===== src/rtl/alu_pkg.sv =====
// Constants for the word/byte add datapath: register map, opcodes,
// flag layout, directive table and access clock budgets.
// Assumes a single clock domain; every user names items as alu_pkg::x.
// How it works
// - Word add-with-carry: primary pair plus source plus carry
// - Extended prefix then 01rr1010 picks source pair
// - Word half-carry comes out of bit 11
// - Byte half-carry comes out of bit 3
// - Overflow: like-signed operands, opposite-signed result
// - Carry from top bit; sign, zero; subtract cleared
// - Byte add stores sum in accumulator only
// - Register, immediate, indirect, indexed byte-add encodings
// - Index-half w bit: 0 high, 1 low byte
// - Memory transfer clock budgets per sequence
// - Internal and scaled external I/O clock budgets
// - Directive prefixes pick word/long mode, extra bytes
// - Flag register holds six arithmetic flags
package alu_pkg;
  // ==========================================================
  // Register map (word index on the register port)
  localparam logic [3:0] REG_ACC    = 4'h0; // Accumulator
  localparam logic [3:0] REG_CNT    = 4'h1; // Counter pair
  localparam logic [3:0] REG_SEC    = 4'h2; // Second pair
  localparam logic [3:0] REG_PRI    = 4'h3; // Primary pair
  localparam logic [3:0] REG_SP     = 4'h4; // Stack pointer
  localparam logic [3:0] REG_IDX1   = 4'h5; // First index register
  localparam logic [3:0] REG_IDX2   = 4'h6; // Second index register
  localparam logic [3:0] REG_FLAGS  = 4'h7; // Flag register
  localparam logic [3:0] REG_MEMOP  = 4'h8; // Memory operand byte
  localparam logic [3:0] REG_MODE   = 4'h9; // Decoder state, read only
  localparam logic [3:0] REG_BUDSEL = 4'ha; // Budget select
  localparam logic [3:0] REG_BUDRES = 4'hb; // Budget result, read only
  // ==========================================================
  // Flag bit positions
  localparam int FLAG_C  = 0;
  localparam int FLAG_N  = 1;
  localparam int FLAG_PV = 2;
  localparam int FLAG_H  = 4;
  localparam int FLAG_Z  = 6;
  localparam int FLAG_S  = 7;
  localparam int HALF_W  = 11; // Word half-carry bit
  localparam int HALF_B  = 3;  // Byte half-carry bit
  // ==========================================================
  // Opcodes, as exact bytes and value and mask pairs
  localparam logic [7:0] OP_EXT   = 8'hed;
  localparam logic [7:0] ADC_MASK = 8'hcf;
  localparam logic [7:0] ADC_VAL  = 8'h4a;
  localparam logic [7:0] ADDR_MSK = 8'hf8;
  localparam logic [7:0] ADDR_VAL = 8'h80;
  localparam logic [7:0] OP_IMM   = 8'hc6;
  localparam logic [7:0] OP_IND   = 8'h86;
  localparam logic [7:0] IDX_MASK = 8'hdf;
  localparam logic [7:0] IDX_VAL  = 8'hdd;
  localparam logic [7:0] HLF_MASK = 8'hfe;
  localparam logic [7:0] HLF_VAL  = 8'h84;
  localparam logic [7:0] DIR_MASK = 8'hfc;
  localparam logic [7:0] DIR_VAL  = 8'hc0;
  // ==========================================================
  // Directive combinations: {word, long, extra bytes[1:0]}
  localparam logic [3:0] DIR_TABLE [8] = '{4'h8, 4'h9, 4'ha, 4'h1,
                                           4'h4, 4'h5, 4'h6, 4'h2};
  // ==========================================================
  // Access kinds and clock budgets
  localparam logic [2:0] K_MEM_RD = 3'h0;
  localparam logic [2:0] K_MEM_WR = 3'h1;
  localparam logic [2:0] K_INT_RD = 3'h2;
  localparam logic [2:0] K_INT_WR = 3'h3;
  localparam logic [2:0] K_EXT_RD = 3'h4;
  localparam logic [2:0] K_EXT_WR = 3'h5;
  localparam logic [2:0] SEQ_W    = 3'h1; // Last single-transfer code
  localparam logic [2:0] SCL_8X   = 3'h4; // Last legal scale code
  localparam logic [5:0] MEM_RD_MIN [4] = '{6'h03, 6'h05, 6'h07, 6'h09};
  localparam logic [5:0] MEM_RD_MAX [4] = '{6'h04, 6'h06, 6'h08, 6'h0a};
  localparam logic [5:0] MEM_WR_MIN [4] = '{6'h00, 6'h02, 6'h04, 6'h06};
  localparam logic [5:0] MEM_WR_MAX [4] = '{6'h01, 6'h03, 6'h05, 6'h07};
  localparam logic [1:0] XFER_IDX [8] = '{2'h0, 2'h0, 2'h1, 2'h1,
                                          2'h2, 2'h2, 2'h2, 2'h3};
  localparam logic [5:0] EXT_RD_MIN [5] = '{6'h04, 6'h09, 6'h11, 6'h19, 6'h21};
  localparam logic [5:0] EXT_RD_MAX [5] = '{6'h05, 6'h0b, 6'h15, 6'h1f, 6'h29};
  localparam logic [5:0] EXT_WR_MAX [5] = '{6'h02, 6'h03, 6'h05, 6'h07, 6'h09};
  localparam logic [5:0] EXT_WR_MIN = 6'h01;
endpackage


===== src/rtl/access_budget_lut.sv =====
// Clock budget table for memory and I/O transactions.
// Pure logic; illegal combinations answer with legal low.
`timescale 1ns/100ps
module access_budget_lut (
  input  wire logic [2:0] kind,
  input  wire logic [2:0] seq,
  input  wire logic [2:0] scale,
  output logic      [5:0] min_clk,
  output logic      [5:0] max_clk,
  output logic            legal
);
  logic [1:0] xi; // Transfer count index
  assign xi = alu_pkg::XFER_IDX[seq];
  always_comb begin
    min_clk = 6'h00;
    max_clk = 6'h00;
    legal   = 1'b0;
    case (kind)
      alu_pkg::K_MEM_RD: begin
        min_clk = alu_pkg::MEM_RD_MIN[xi];
        max_clk = alu_pkg::MEM_RD_MAX[xi];
        legal   = 1'b1;
      end
      alu_pkg::K_MEM_WR: begin
        min_clk = alu_pkg::MEM_WR_MIN[xi];
        max_clk = alu_pkg::MEM_WR_MAX[xi];
        legal   = 1'b1;
      end
      // Internal space is byte wide: single byte only
      alu_pkg::K_INT_RD, alu_pkg::K_INT_WR: begin
        legal   = (seq == 3'h0);
        min_clk = (kind == alu_pkg::K_INT_RD) ? alu_pkg::MEM_RD_MIN[0]
                                              : alu_pkg::MEM_WR_MIN[0];
        max_clk = (kind == alu_pkg::K_INT_RD) ? alu_pkg::MEM_RD_MAX[0]
                                              : alu_pkg::MEM_WR_MAX[0];
      end
      alu_pkg::K_EXT_RD, alu_pkg::K_EXT_WR: begin
        legal = (seq <= alu_pkg::SEQ_W) && (scale <= alu_pkg::SCL_8X);
        if (legal) begin
          min_clk = (kind == alu_pkg::K_EXT_RD) ? alu_pkg::EXT_RD_MIN[scale]
                                                : alu_pkg::EXT_WR_MIN;
          max_clk = (kind == alu_pkg::K_EXT_RD) ? alu_pkg::EXT_RD_MAX[scale]
                                                : alu_pkg::EXT_WR_MAX[scale];
        end
      end
      default: legal = 1'b0;
    endcase
  end
endmodule


===== src/rtl/add_flag_unit.sv =====
// Two's complement adder that also forms the flag byte.
// Pure logic; the caller registers sum and flags.
`timescale 1ns/100ps
module add_flag_unit #(
  parameter int W  = 8,
  parameter int HB = 3
) (
  input  wire logic [W-1:0] a,
  input  wire logic [W-1:0] b,
  input  wire logic         cin,
  output logic      [W-1:0] sum,
  output logic      [7:0]   flags
);
  logic [W:0]  full;   // Sum with carry out
  logic [HB+1:0] half; // Low part sum for half-carry
  assign full = {1'b0, a} + {1'b0, b} + {{W{1'b0}}, cin};
  assign half = {1'b0, a[HB:0]} + {1'b0, b[HB:0]} + {{(HB+1){1'b0}}, cin};
  assign sum  = full[W-1:0];
  // ==========================================================
  // Flag byte; unused bits read zero, subtract always cleared
  always_comb begin
    flags = 8'h00;
    flags[alu_pkg::FLAG_S]  = full[W-1];
    flags[alu_pkg::FLAG_Z]  = (full[W-1:0] == '0);
    flags[alu_pkg::FLAG_H]  = half[HB+1];
    // like signs in, opposite sign out
    flags[alu_pkg::FLAG_PV] = (a[W-1] == b[W-1]) && (full[W-1] != a[W-1]);
    flags[alu_pkg::FLAG_C]  = full[W];
  end
endmodule


===== src/rtl/word_byte_add_alu_flags.sv =====
// Adder datapath: word add-with-carry into the primary pair and byte
// add into the accumulator, opcode decode, directive prefixes and a
// readable access clock budget table.
// Assumes opcode bytes and register port are in the ref_clk domain.
`timescale 1ns/100ps
module word_byte_add_alu_flags (
  input  wire logic        ref_clk,
  input  wire logic        sys_rst,
  input  wire logic [3:0]  reg_addr,
  input  wire logic [15:0] reg_wdata,
  input  wire logic        reg_wr,
  input  wire logic        reg_rd,
  output logic      [15:0] reg_rdata,
  input  wire logic [7:0]  op_byte,
  input  wire logic        op_valid,
  output logic             op_done,
  output logic             word_mode,
  output logic             long_mode,
  output logic      [7:0]  flags
);
  // ==========================================================
  // Decoder states
  typedef enum logic [4:0] {
    ST_IDLE = 5'h01, // Waiting for first opcode byte
    ST_EXT  = 5'h02, // Extended prefix seen
    ST_IDX  = 5'h04, // Index prefix seen
    ST_DISP = 5'h08, // Waiting for displacement
    ST_IMM  = 5'h10  // Waiting for immediate bytes
  } dec_state_e;

  dec_state_e  state_reg;     // Current decoder state
  dec_state_e  state_next;    // Next decoder state
  logic [7:0]  acc_reg;       // Accumulator
  logic [15:0] cnt_reg;       // Counter pair
  logic [15:0] sec_reg;       // Second pair
  logic [15:0] pri_reg;       // Primary pair
  logic [15:0] sp_reg;        // Stack pointer
  logic [15:0] idx1_reg;      // First index register
  logic [15:0] idx2_reg;      // Second index register
  logic [7:0]  flag_reg;      // Flag register
  logic [7:0]  memop_reg;     // Byte fetched for indirect forms
  logic        alt_idx_reg;   // Index prefix picked second index
  logic [3:0]  dir_reg;       // Armed directive {word,long,extra}
  logic [1:0]  imm_left_reg;  // Immediate bytes still due
  logic        imm_first_reg; // Next immediate byte is the operand
  logic [7:0]  imm_hold_reg;  // Operand byte held across extras
  logic [8:0]  bud_sel_reg;   // {kind, seq, scale}
  logic [12:0] bud_res_reg;   // {legal, max, min}
  logic [15:0] rdata_reg;     // Read data, one cycle after strobe
  logic        done_reg;      // One-cycle completion pulse
  logic        word_reg;      // Word mode output flop
  logic        long_reg;      // Long mode output flop

  // ==========================================================
  // Helpers
  // Masked opcode compare, used by every decode term except the exact-byte ones
  function automatic logic op_match(input logic [7:0] b,
                                    input logic [7:0] m,
                                    input logic [7:0] v);
    return (b & m) == v;
  endfunction

  // Byte register field: B C D E H L (mem) A; passed in so the assign sees changes
  function automatic logic [7:0] reg8(input logic [2:0] r, input logic [63:0] rf);
    case (r)
      3'h0:    return rf[63:56];
      3'h1:    return rf[55:48];
      3'h2:    return rf[47:40];
      3'h3:    return rf[39:32];
      3'h4:    return rf[31:24];
      3'h5:    return rf[23:16];
      3'h6:    return rf[15:8];
      default: return rf[7:0];
    endcase
  endfunction

  // Register port read selection; unmapped addresses read zero
  function automatic logic [15:0] rd_word(input logic [3:0] a);
    case (a)
      alu_pkg::REG_ACC:    return {8'h00, acc_reg};
      alu_pkg::REG_CNT:    return cnt_reg;
      alu_pkg::REG_SEC:    return sec_reg;
      alu_pkg::REG_PRI:    return pri_reg;
      alu_pkg::REG_SP:     return sp_reg;
      alu_pkg::REG_IDX1:   return idx1_reg;
      alu_pkg::REG_IDX2:   return idx2_reg;
      alu_pkg::REG_FLAGS:  return {8'h00, flag_reg};
      alu_pkg::REG_MEMOP:  return {8'h00, memop_reg};
      alu_pkg::REG_MODE:   return {11'h000, state_reg};
      alu_pkg::REG_BUDSEL: return {7'h00, bud_sel_reg};
      alu_pkg::REG_BUDRES: return {3'h0, bud_res_reg};
      default:             return 16'h0000;
    endcase
  endfunction

  // ==========================================================
  // Opcode decode
  logic st_idle, st_ext, st_idx, st_disp, st_imm;
  logic is_add_r, is_imm, is_adc, is_half, is_ind, is_dir, is_pfx;
  assign st_idle = (state_reg == ST_IDLE);
  assign st_ext  = (state_reg == ST_EXT);
  assign st_idx  = (state_reg == ST_IDX);
  assign st_disp = (state_reg == ST_DISP);
  assign st_imm  = (state_reg == ST_IMM);
  assign is_add_r = op_match(op_byte, alu_pkg::ADDR_MSK, alu_pkg::ADDR_VAL);
  assign is_imm   = (op_byte == alu_pkg::OP_IMM);
  assign is_ind   = (op_byte == alu_pkg::OP_IND);
  assign is_pfx   = op_match(op_byte, alu_pkg::IDX_MASK, alu_pkg::IDX_VAL);
  assign is_half  = op_match(op_byte, alu_pkg::HLF_MASK, alu_pkg::HLF_VAL);
  assign is_dir   = op_match(op_byte, alu_pkg::DIR_MASK, alu_pkg::DIR_VAL);
  assign is_adc   = op_match(op_byte, alu_pkg::ADC_MASK, alu_pkg::ADC_VAL);

  logic add8_go;  // Byte add completes this cycle
  logic add16_go; // Word add completes this cycle
  assign add8_go  = op_valid && ((st_idle && is_add_r) || (st_idx && is_half)
                    || st_disp || (st_imm && imm_left_reg == 2'h0));
  assign add16_go = op_valid && st_ext && is_adc;

  // ==========================================================
  // Operand selection
  logic [15:0] idx_sel;  // Index register named by the prefix
  logic [7:0]  half_sel; // Chosen half of that register
  logic [7:0]  b_src;    // Byte add source
  logic [15:0] w_src;    // Word add source pair
  logic [3:0]  dir_code; // Directive combination looked up
  assign idx_sel = alt_idx_reg ? idx2_reg : idx1_reg;
  // w bit picks high or low half
  assign half_sel = op_byte[0] ? idx_sel[7:0] : idx_sel[15:8];
  assign b_src = st_idx  ? half_sel :
                 st_disp ? memop_reg :
                 st_imm  ? (imm_first_reg ? op_byte : imm_hold_reg) :
                 reg8(op_byte[2:0], {cnt_reg, sec_reg, pri_reg, memop_reg, acc_reg});
  // rr field picks the source pair
  assign w_src = (op_byte[5:4] == 2'h0) ? cnt_reg :
                 (op_byte[5:4] == 2'h1) ? sec_reg :
                 (op_byte[5:4] == 2'h2) ? pri_reg : sp_reg;
  assign dir_code = alu_pkg::DIR_TABLE[{alt_idx_reg, op_byte[1:0]}];

  // ==========================================================
  // Adders and budget table
  logic [7:0]  sum8, flags8;
  logic [15:0] sum16;
  logic [7:0]  flags16;
  logic [5:0]  bud_min, bud_max;
  logic        bud_legal;

  // byte adder, half-carry from bit 3
  add_flag_unit #(.W(8), .HB(alu_pkg::HALF_B)) u_add8 (
    .a     (acc_reg),
    .b     (b_src),
    .cin   (1'b0),
    .sum   (sum8),
    .flags (flags8)
  );
  // word adder, half-carry from bit 11
  add_flag_unit #(.W(16), .HB(alu_pkg::HALF_W)) u_add16 (
    .a     (pri_reg),
    .b     (w_src),
    .cin   (flag_reg[alu_pkg::FLAG_C]),
    .sum   (sum16),
    .flags (flags16)
  );
  access_budget_lut u_budget (
    .kind    (bud_sel_reg[8:6]),
    .seq     (bud_sel_reg[5:3]),
    .scale   (bud_sel_reg[2:0]),
    .min_clk (bud_min),
    .max_clk (bud_max),
    .legal   (bud_legal)
  );

  // ==========================================================
  // Decoder next state; unknown bytes fall back to idle
  always_comb begin
    state_next = state_reg;
    if (op_valid) begin
      unique case (state_reg)
        ST_IDLE: begin
          if (op_byte == alu_pkg::OP_EXT) begin
            state_next = ST_EXT;
          end else if (is_pfx) begin
            state_next = ST_IDX;
          end else if (is_imm) begin
            state_next = ST_IMM;
          end
        end
        ST_IDX: begin
          state_next = is_ind ? ST_DISP : ST_IDLE;
        end
        ST_IMM: begin
          state_next = (imm_left_reg == 2'h0) ? ST_IDLE : ST_IMM;
        end
        ST_EXT, ST_DISP: begin
          state_next = ST_IDLE;
        end
      endcase
    end
  end

  // ==========================================================
  // Decoder sequencing and immediate tracking
  always_ff @(posedge ref_clk or posedge sys_rst) begin
    if (sys_rst) begin
      state_reg     <= ST_IDLE;
      alt_idx_reg   <= 1'b0;
      imm_left_reg  <= 2'h0;
      imm_first_reg <= 1'b0;
      imm_hold_reg  <= 8'h00;
    end else begin
      state_reg <= state_next;
      if (op_valid && st_idle) begin
        alt_idx_reg   <= op_byte[5];
        imm_left_reg  <= dir_reg[1:0];
        imm_first_reg <= 1'b1;
      end else if (op_valid && st_imm) begin
        // Extra directive bytes are consumed; only the first is used
        if (imm_first_reg) begin
          imm_hold_reg <= op_byte;
        end
        imm_first_reg <= 1'b0;
        if (imm_left_reg != 2'h0) begin
          imm_left_reg <= imm_left_reg - 2'h1;
        end
      end
    end
  end

  // ==========================================================
  // Directive: armed by the prefix, spent by the next instruction
  always_ff @(posedge ref_clk or posedge sys_rst) begin
    if (sys_rst) begin
      dir_reg <= 4'h0;
    end else if (op_valid && st_idx && is_dir) begin
      // arm word/long mode and extra bytes
      dir_reg <= dir_code;
    end else if (add8_go || add16_go) begin
      dir_reg <= 4'h0;
    end
  end

  // ==========================================================
  // Register file; an add in the same cycle beats a port write
  always_ff @(posedge ref_clk or posedge sys_rst) begin
    if (sys_rst) begin
      acc_reg   <= 8'h00;
      cnt_reg   <= 16'h0000;
      sec_reg   <= 16'h0000;
      pri_reg   <= 16'h0000;
      sp_reg    <= 16'h0000;
      idx1_reg  <= 16'h0000;
      idx2_reg  <= 16'h0000;
      flag_reg  <= 8'h00;
      memop_reg <= 8'h00;
    end else begin
      if (reg_wr) begin
        case (reg_addr)
          alu_pkg::REG_ACC:   acc_reg   <= reg_wdata[7:0];
          alu_pkg::REG_CNT:   cnt_reg   <= reg_wdata;
          alu_pkg::REG_SEC:   sec_reg   <= reg_wdata;
          alu_pkg::REG_PRI:   pri_reg   <= reg_wdata;
          alu_pkg::REG_SP:    sp_reg    <= reg_wdata;
          alu_pkg::REG_IDX1:  idx1_reg  <= reg_wdata;
          alu_pkg::REG_IDX2:  idx2_reg  <= reg_wdata;
          alu_pkg::REG_FLAGS: flag_reg  <= reg_wdata[7:0];
          alu_pkg::REG_MEMOP: memop_reg <= reg_wdata[7:0];
          default: ;
        endcase
      end
      if (add8_go) begin
        acc_reg  <= sum8;
        flag_reg <= flags8;
      end
      if (add16_go) begin
        pri_reg  <= sum16;
        flag_reg <= flags16;
      end
    end
  end

  // ==========================================================
  // Budget select, result, read data and output flops
  always_ff @(posedge ref_clk or posedge sys_rst) begin
    if (sys_rst) begin
      bud_sel_reg <= 9'h000;
      bud_res_reg <= 13'h0000;
      rdata_reg   <= 16'h0000;
      done_reg    <= 1'b0;
      word_reg    <= 1'b0;
      long_reg    <= 1'b0;
    end else begin
      if (reg_wr && reg_addr == alu_pkg::REG_BUDSEL) begin
        bud_sel_reg <= reg_wdata[8:0];
      end
      bud_res_reg <= {bud_legal, bud_max, bud_min};
      rdata_reg   <= reg_rd ? rd_word(reg_addr) : 16'h0000;
      done_reg    <= add8_go || add16_go;
      word_reg    <= dir_reg[3];
      long_reg    <= dir_reg[2];
    end
  end

  assign reg_rdata = rdata_reg;
  assign op_done   = done_reg;
  assign word_mode = word_reg;
  assign long_mode = long_reg;
  assign flags     = flag_reg;

  logic [16:0] chk16; // Independent word sum
  logic [12:0] chk_h16;
  logic [8:0]  chk8;  // Independent byte sum
  logic [4:0]  chk_h8;
  assign chk16   = {1'b0, pri_reg} + {1'b0, w_src}
                   + {16'h0000, flag_reg[alu_pkg::FLAG_C]};
  assign chk_h16 = {1'b0, pri_reg[11:0]} + {1'b0, w_src[11:0]}
                   + {12'h000, flag_reg[alu_pkg::FLAG_C]};
  assign chk8    = {1'b0, acc_reg} + {1'b0, b_src};
  assign chk_h8  = {1'b0, acc_reg[3:0]} + {1'b0, b_src[3:0]};
endmodule


===== config.mk =====
export PLATFORM = sky130hd
export DESIGN_NAME = word_byte_add_alu_flags
export DESIGN_NICKNAME = d
export VERILOG_FILES = /design/src/rtl/alu_pkg.sv /design/src/rtl/access_budget_lut.sv /design/src/rtl/add_flag_unit.sv /design/src/rtl/word_byte_add_alu_flags.sv
export SDC_FILE = /design/constraint.sdc
export NUM_CORES = 1
export LEC_CHECK = 0
export ABC_AREA = 1
export BUFFER_PORTS_ARGS = -buffer_cell sky130_fd_sc_hd__buf_4
export CORE_MARGIN = 2
export CORE_UTILIZATION = 45
export CTS_BUF_LIST = sky130_fd_sc_hd__clkbuf_8
export DETAILED_ROUTE_END_ITERATION = 16
export GPL_ROUTABILITY_DRIVEN = 1
export PLACE_DENSITY_LB_ADDON = 0.15
export REMOVE_ABC_BUFFERS = 1
export SYNTH_ARGS = -nofsm -noshare
export SYNTH_HDL_FRONTEND = slang
export SYNTH_SLANG_ARGS = --single-unit

===== constraint.sdc =====
create_clock -name ref_clk -period 5.95 [get_ports ref_clk]
set_input_delay 0.2975 -clock ref_clk [delete_from_list [all_inputs] [get_ports ref_clk]]
set_output_delay 0.2975 -clock ref_clk [all_outputs]
set_load 0.02 [all_outputs]

==> impl_metrics.csv <==
group,metric,value,unit
worst_setup_path,endpoint_kind,"flop",
routing,first_pass_iters,7,
synth,syn_area,10900,um^2
power,switching_share,47.8,%
synth,syn_area_per_cell,7.30,um^2
routing,wl_per_cell,23.6,um
power,power_frac_comb,42.3,%
die,die_w,160,um
clock_tree,numCtsBuffers,17,
power,p_clk_share,18.7,%
clock_tree,tritoncts,"yes",
synth,synth-main-ff-cell,"dfrtp_1",
routing,via_count,11200,
synth,synth.area.top_cells,"dfrtp_1 (41%), nand2_1 (13%), o21ai_0 (8.0%)",
timing,fmax,284,MHz
timing,slew_headroom,24.0,%
layout,drive_gt1_share,8.55,%
grt,grtUsageMet1,50.8,%
die,die_y,160,um
worst_setup_path,critPathLaunchType,"flop",
timing,period_needed,3.52,ns
layout,fillers,2540,
routing,drtIter0Drc,1519,
layout,nets,1591,
worst_setup_path,crit_required,6.40,ns
timing,tns,0,ns
power,p_switching,2260,uW
synth,yosys-top-cells-count,"nand2_1 (382), inv_1 (218), dfrtp_1 (179), o21ai_0 (176), nand3_1 (93)",
outcome,status,"complete, no violations",
timing,worst_pin_slew,1.14,ns
timing,finalHoldViolCount,0,
worst_setup_path,cp.arrival,3.97,ns
clock_tree,cts_sinks,180,
synth,ys_warn_count,0,
synth,yosysMostFrequentCell,"nand2_1",
layout,insertedDiodeCount,0,
die,io_pins,60,
synth,synth_cell_types,50,
synth,yosysTopAreaCell,"dfrtp_1",
routing,wl,44100,um
grt,grt_max_degree,118,
grt,groute.usage.overall,34.7,%
timing,post-route-period-util,59.2,%
grt,busiest_layer,"met2",
routing,drtAntennaViolNets,0,
synth,synth.top_cell.area_share,40.9,%
placement,port_buffers,59,
power,p_seq_share,39.0,%
die,core_area,24100,um^2
power,vdd_ir_drop_max,172,uV
die,row_count,57,
routing,drc_errors,0,
grt,grtUsageMet3,5.30,%
synth,synth-async-reset-ratio,100,%
die,initial_core_util,45.4,%
clock_tree,cts_root_buf,"clkbuf_8",
layout,area_delta_synth_final,9.67,%
timing,rsz0062_at_grt,"false",
routing,via_per_inst,5.97,
clock_tree,path_clk_slew,0.11,ns
worst_hold_path,hold_path.class,"in -> reg",
clock_tree,cts_buffer_depth,2,
die,die_area,25600,um^2
synth,synth_edf_count,0,
worst_setup_path,worstPathMaxFanout,16,
grt,antenna_found_initial,0,
clock_tree,post-cts-setup-buffer-count,0,
flow_run,cap_violations,0,
clock_tree,ctsResizeCount,0,
worst_setup_path,critPathKind,"reg -> reg",
placement,routabilityCongestion,1.04,
clock_tree,cts-htree-levels,4,
power,power_density,395,nW/um^2
grt,grt_pass1_wl,66300,um
synth,seq_area_frac_synth,41.2,%
clock_tree,clock_latency,0.51,ns
synth,yosys_register_bits,180,
power,intPower,2480,uW
grt,grt_util_met2,51.2,%
timing,fin_skew,0.0222,ns
placement,hpwl,33900,um
power,report.power.total,4740,uW
power,leakagePower,0.00599,uW
timing,final-max-slew-violation-count,0,
grt,grt_pass1_vias,10200,
timing,finalSetupViolCount,0,
synth,netlist_instances,1499,
grt,grt-ovfl-total,0,
-- worst max-delay path, stage by stage, from the launching register on --
cell,delay [ns]
dfrtp_1,0.46
nor2_1,0.19
nand3_1,0.57
inv_1,0.40
nand3_1,0.13
nand2_1,0.13
ha_1,0.16
inv_1,0.05
fa_1,0.40
inv_1,0.09
nand4_1,0.13
nand3_1,0.10
nand2_1,0.06
nand2_1,0.09
nand3_1,0.08
o21ai_1,0.13
nand2_1,0.08
nand2_1,0.08
nand2_1,0.06
nand2_1,0.06
-- path summary, 6_finish.rpt --
check,startpoint,endpoint,slack [ns],cells past startpoint
min in group asynchronous,sys_rst,idx1_reg[14],0.48,3
hold reg to reg,dir_reg[2],long_mode,0.39,0
hold / removal,reg_wdata[12],pri_reg[12],0.05,3
max in group asynchronous,sys_rst,acc_reg[7],4.07,4
setup reg to reg,state_reg[3],flags[6],2.43,19
setup / recovery,state_reg[3],flags[6],2.43,19
-- routing by layer --
metal	wire length [um]	share of wire (%)
met1	19100	43
met2	18900	43
met3	3900	8.8
met4	2200	5.0
met5	0	0
-- final cells by class --
| type | instances | area, um^2 | share of cell area, % |
|---|---|---|---|
| tap | 324 | 405 | 3.38 |
| inverter | 231 | 877 | 7.31 |
| sequential | 180 | 4510 | 37.5 |
| clock buffer | 17 | 234 | 1.95 |
| clock inverter | 14 | 155 | 1.29 |
| timing repair buffer | 64 | 483 | 4.02 |
| multi-input combinational | 1037 | 5340 | 44.5 |
-- logic make-up (layout without fill, tap and decap cells) --
group | Yosys count | after routing | synth area share [%]
fa+ha+maj | 27 | 27 | 3.29
flops | 180 | 180 | 41.2
simple gates | 614 | 614 | 23.8
compound gates | 391 | 391 | 21.3
xor+xnor | 5 | 5 | 0.400
buf+inv | 282 | 326 | 10.0
-- layout by cell type (no fill, tap or decap), types with 13 or more instances in the layout --
cell type and count:
a21oi_1 63, a221oi_1 37, a22oi_1 15, buf_4 63
clkbuf_8 17, dfrtp_1 179, ha_1 24, inv_1 217
nand2_1 382, nand3_1 93, nand4_1 15, nor2_1 87
o211ai_1 13, o21ai_0 176, o21ai_1 15, o22ai_1 35
-- stage by stage --
stage / cells / setup WS (ns) / hold WS (ns) / utilization [%] / cell area (um^2)
after floorplan: 1448 / 0.767 / 0.354 / - / 10700
after global placement: 1835 / 2.02 / 0.367 / 48.1 / 11600
after detailed placement: 1835 / 2.10 / 0.365 / 48.1 / 11600
after CTS: 1867 / 2.59 / 0.0495 / 49.8 / 12000
after global routing: 1867 / 2.17 / 0.0531 / 49.8 / 12000
final: 1867 / 2.43 / 0.0545 / 49.8 / 12000
-- power by group through the flow --
stage | Combinational [uW] | Sequential [uW] | Clock, uW
floorplan | 1300 | 1750 | 0
detailed placement | 1950 | 1850 | 0
finish | 2000 | 1850 | 887
CTS | 1970 | 1830 | 886
global placement | 1950 | 1850 | 0
global route | 2250 | 1860 | 937
-- repair_timing --
item                                    4_1_cts  5_1_grt
hold buffers                                  1        0
hold endpoints to repair                     12        0
endpoints found under the setup margin        0        0
Note: power is estimated with default switching activity, not from simulation.
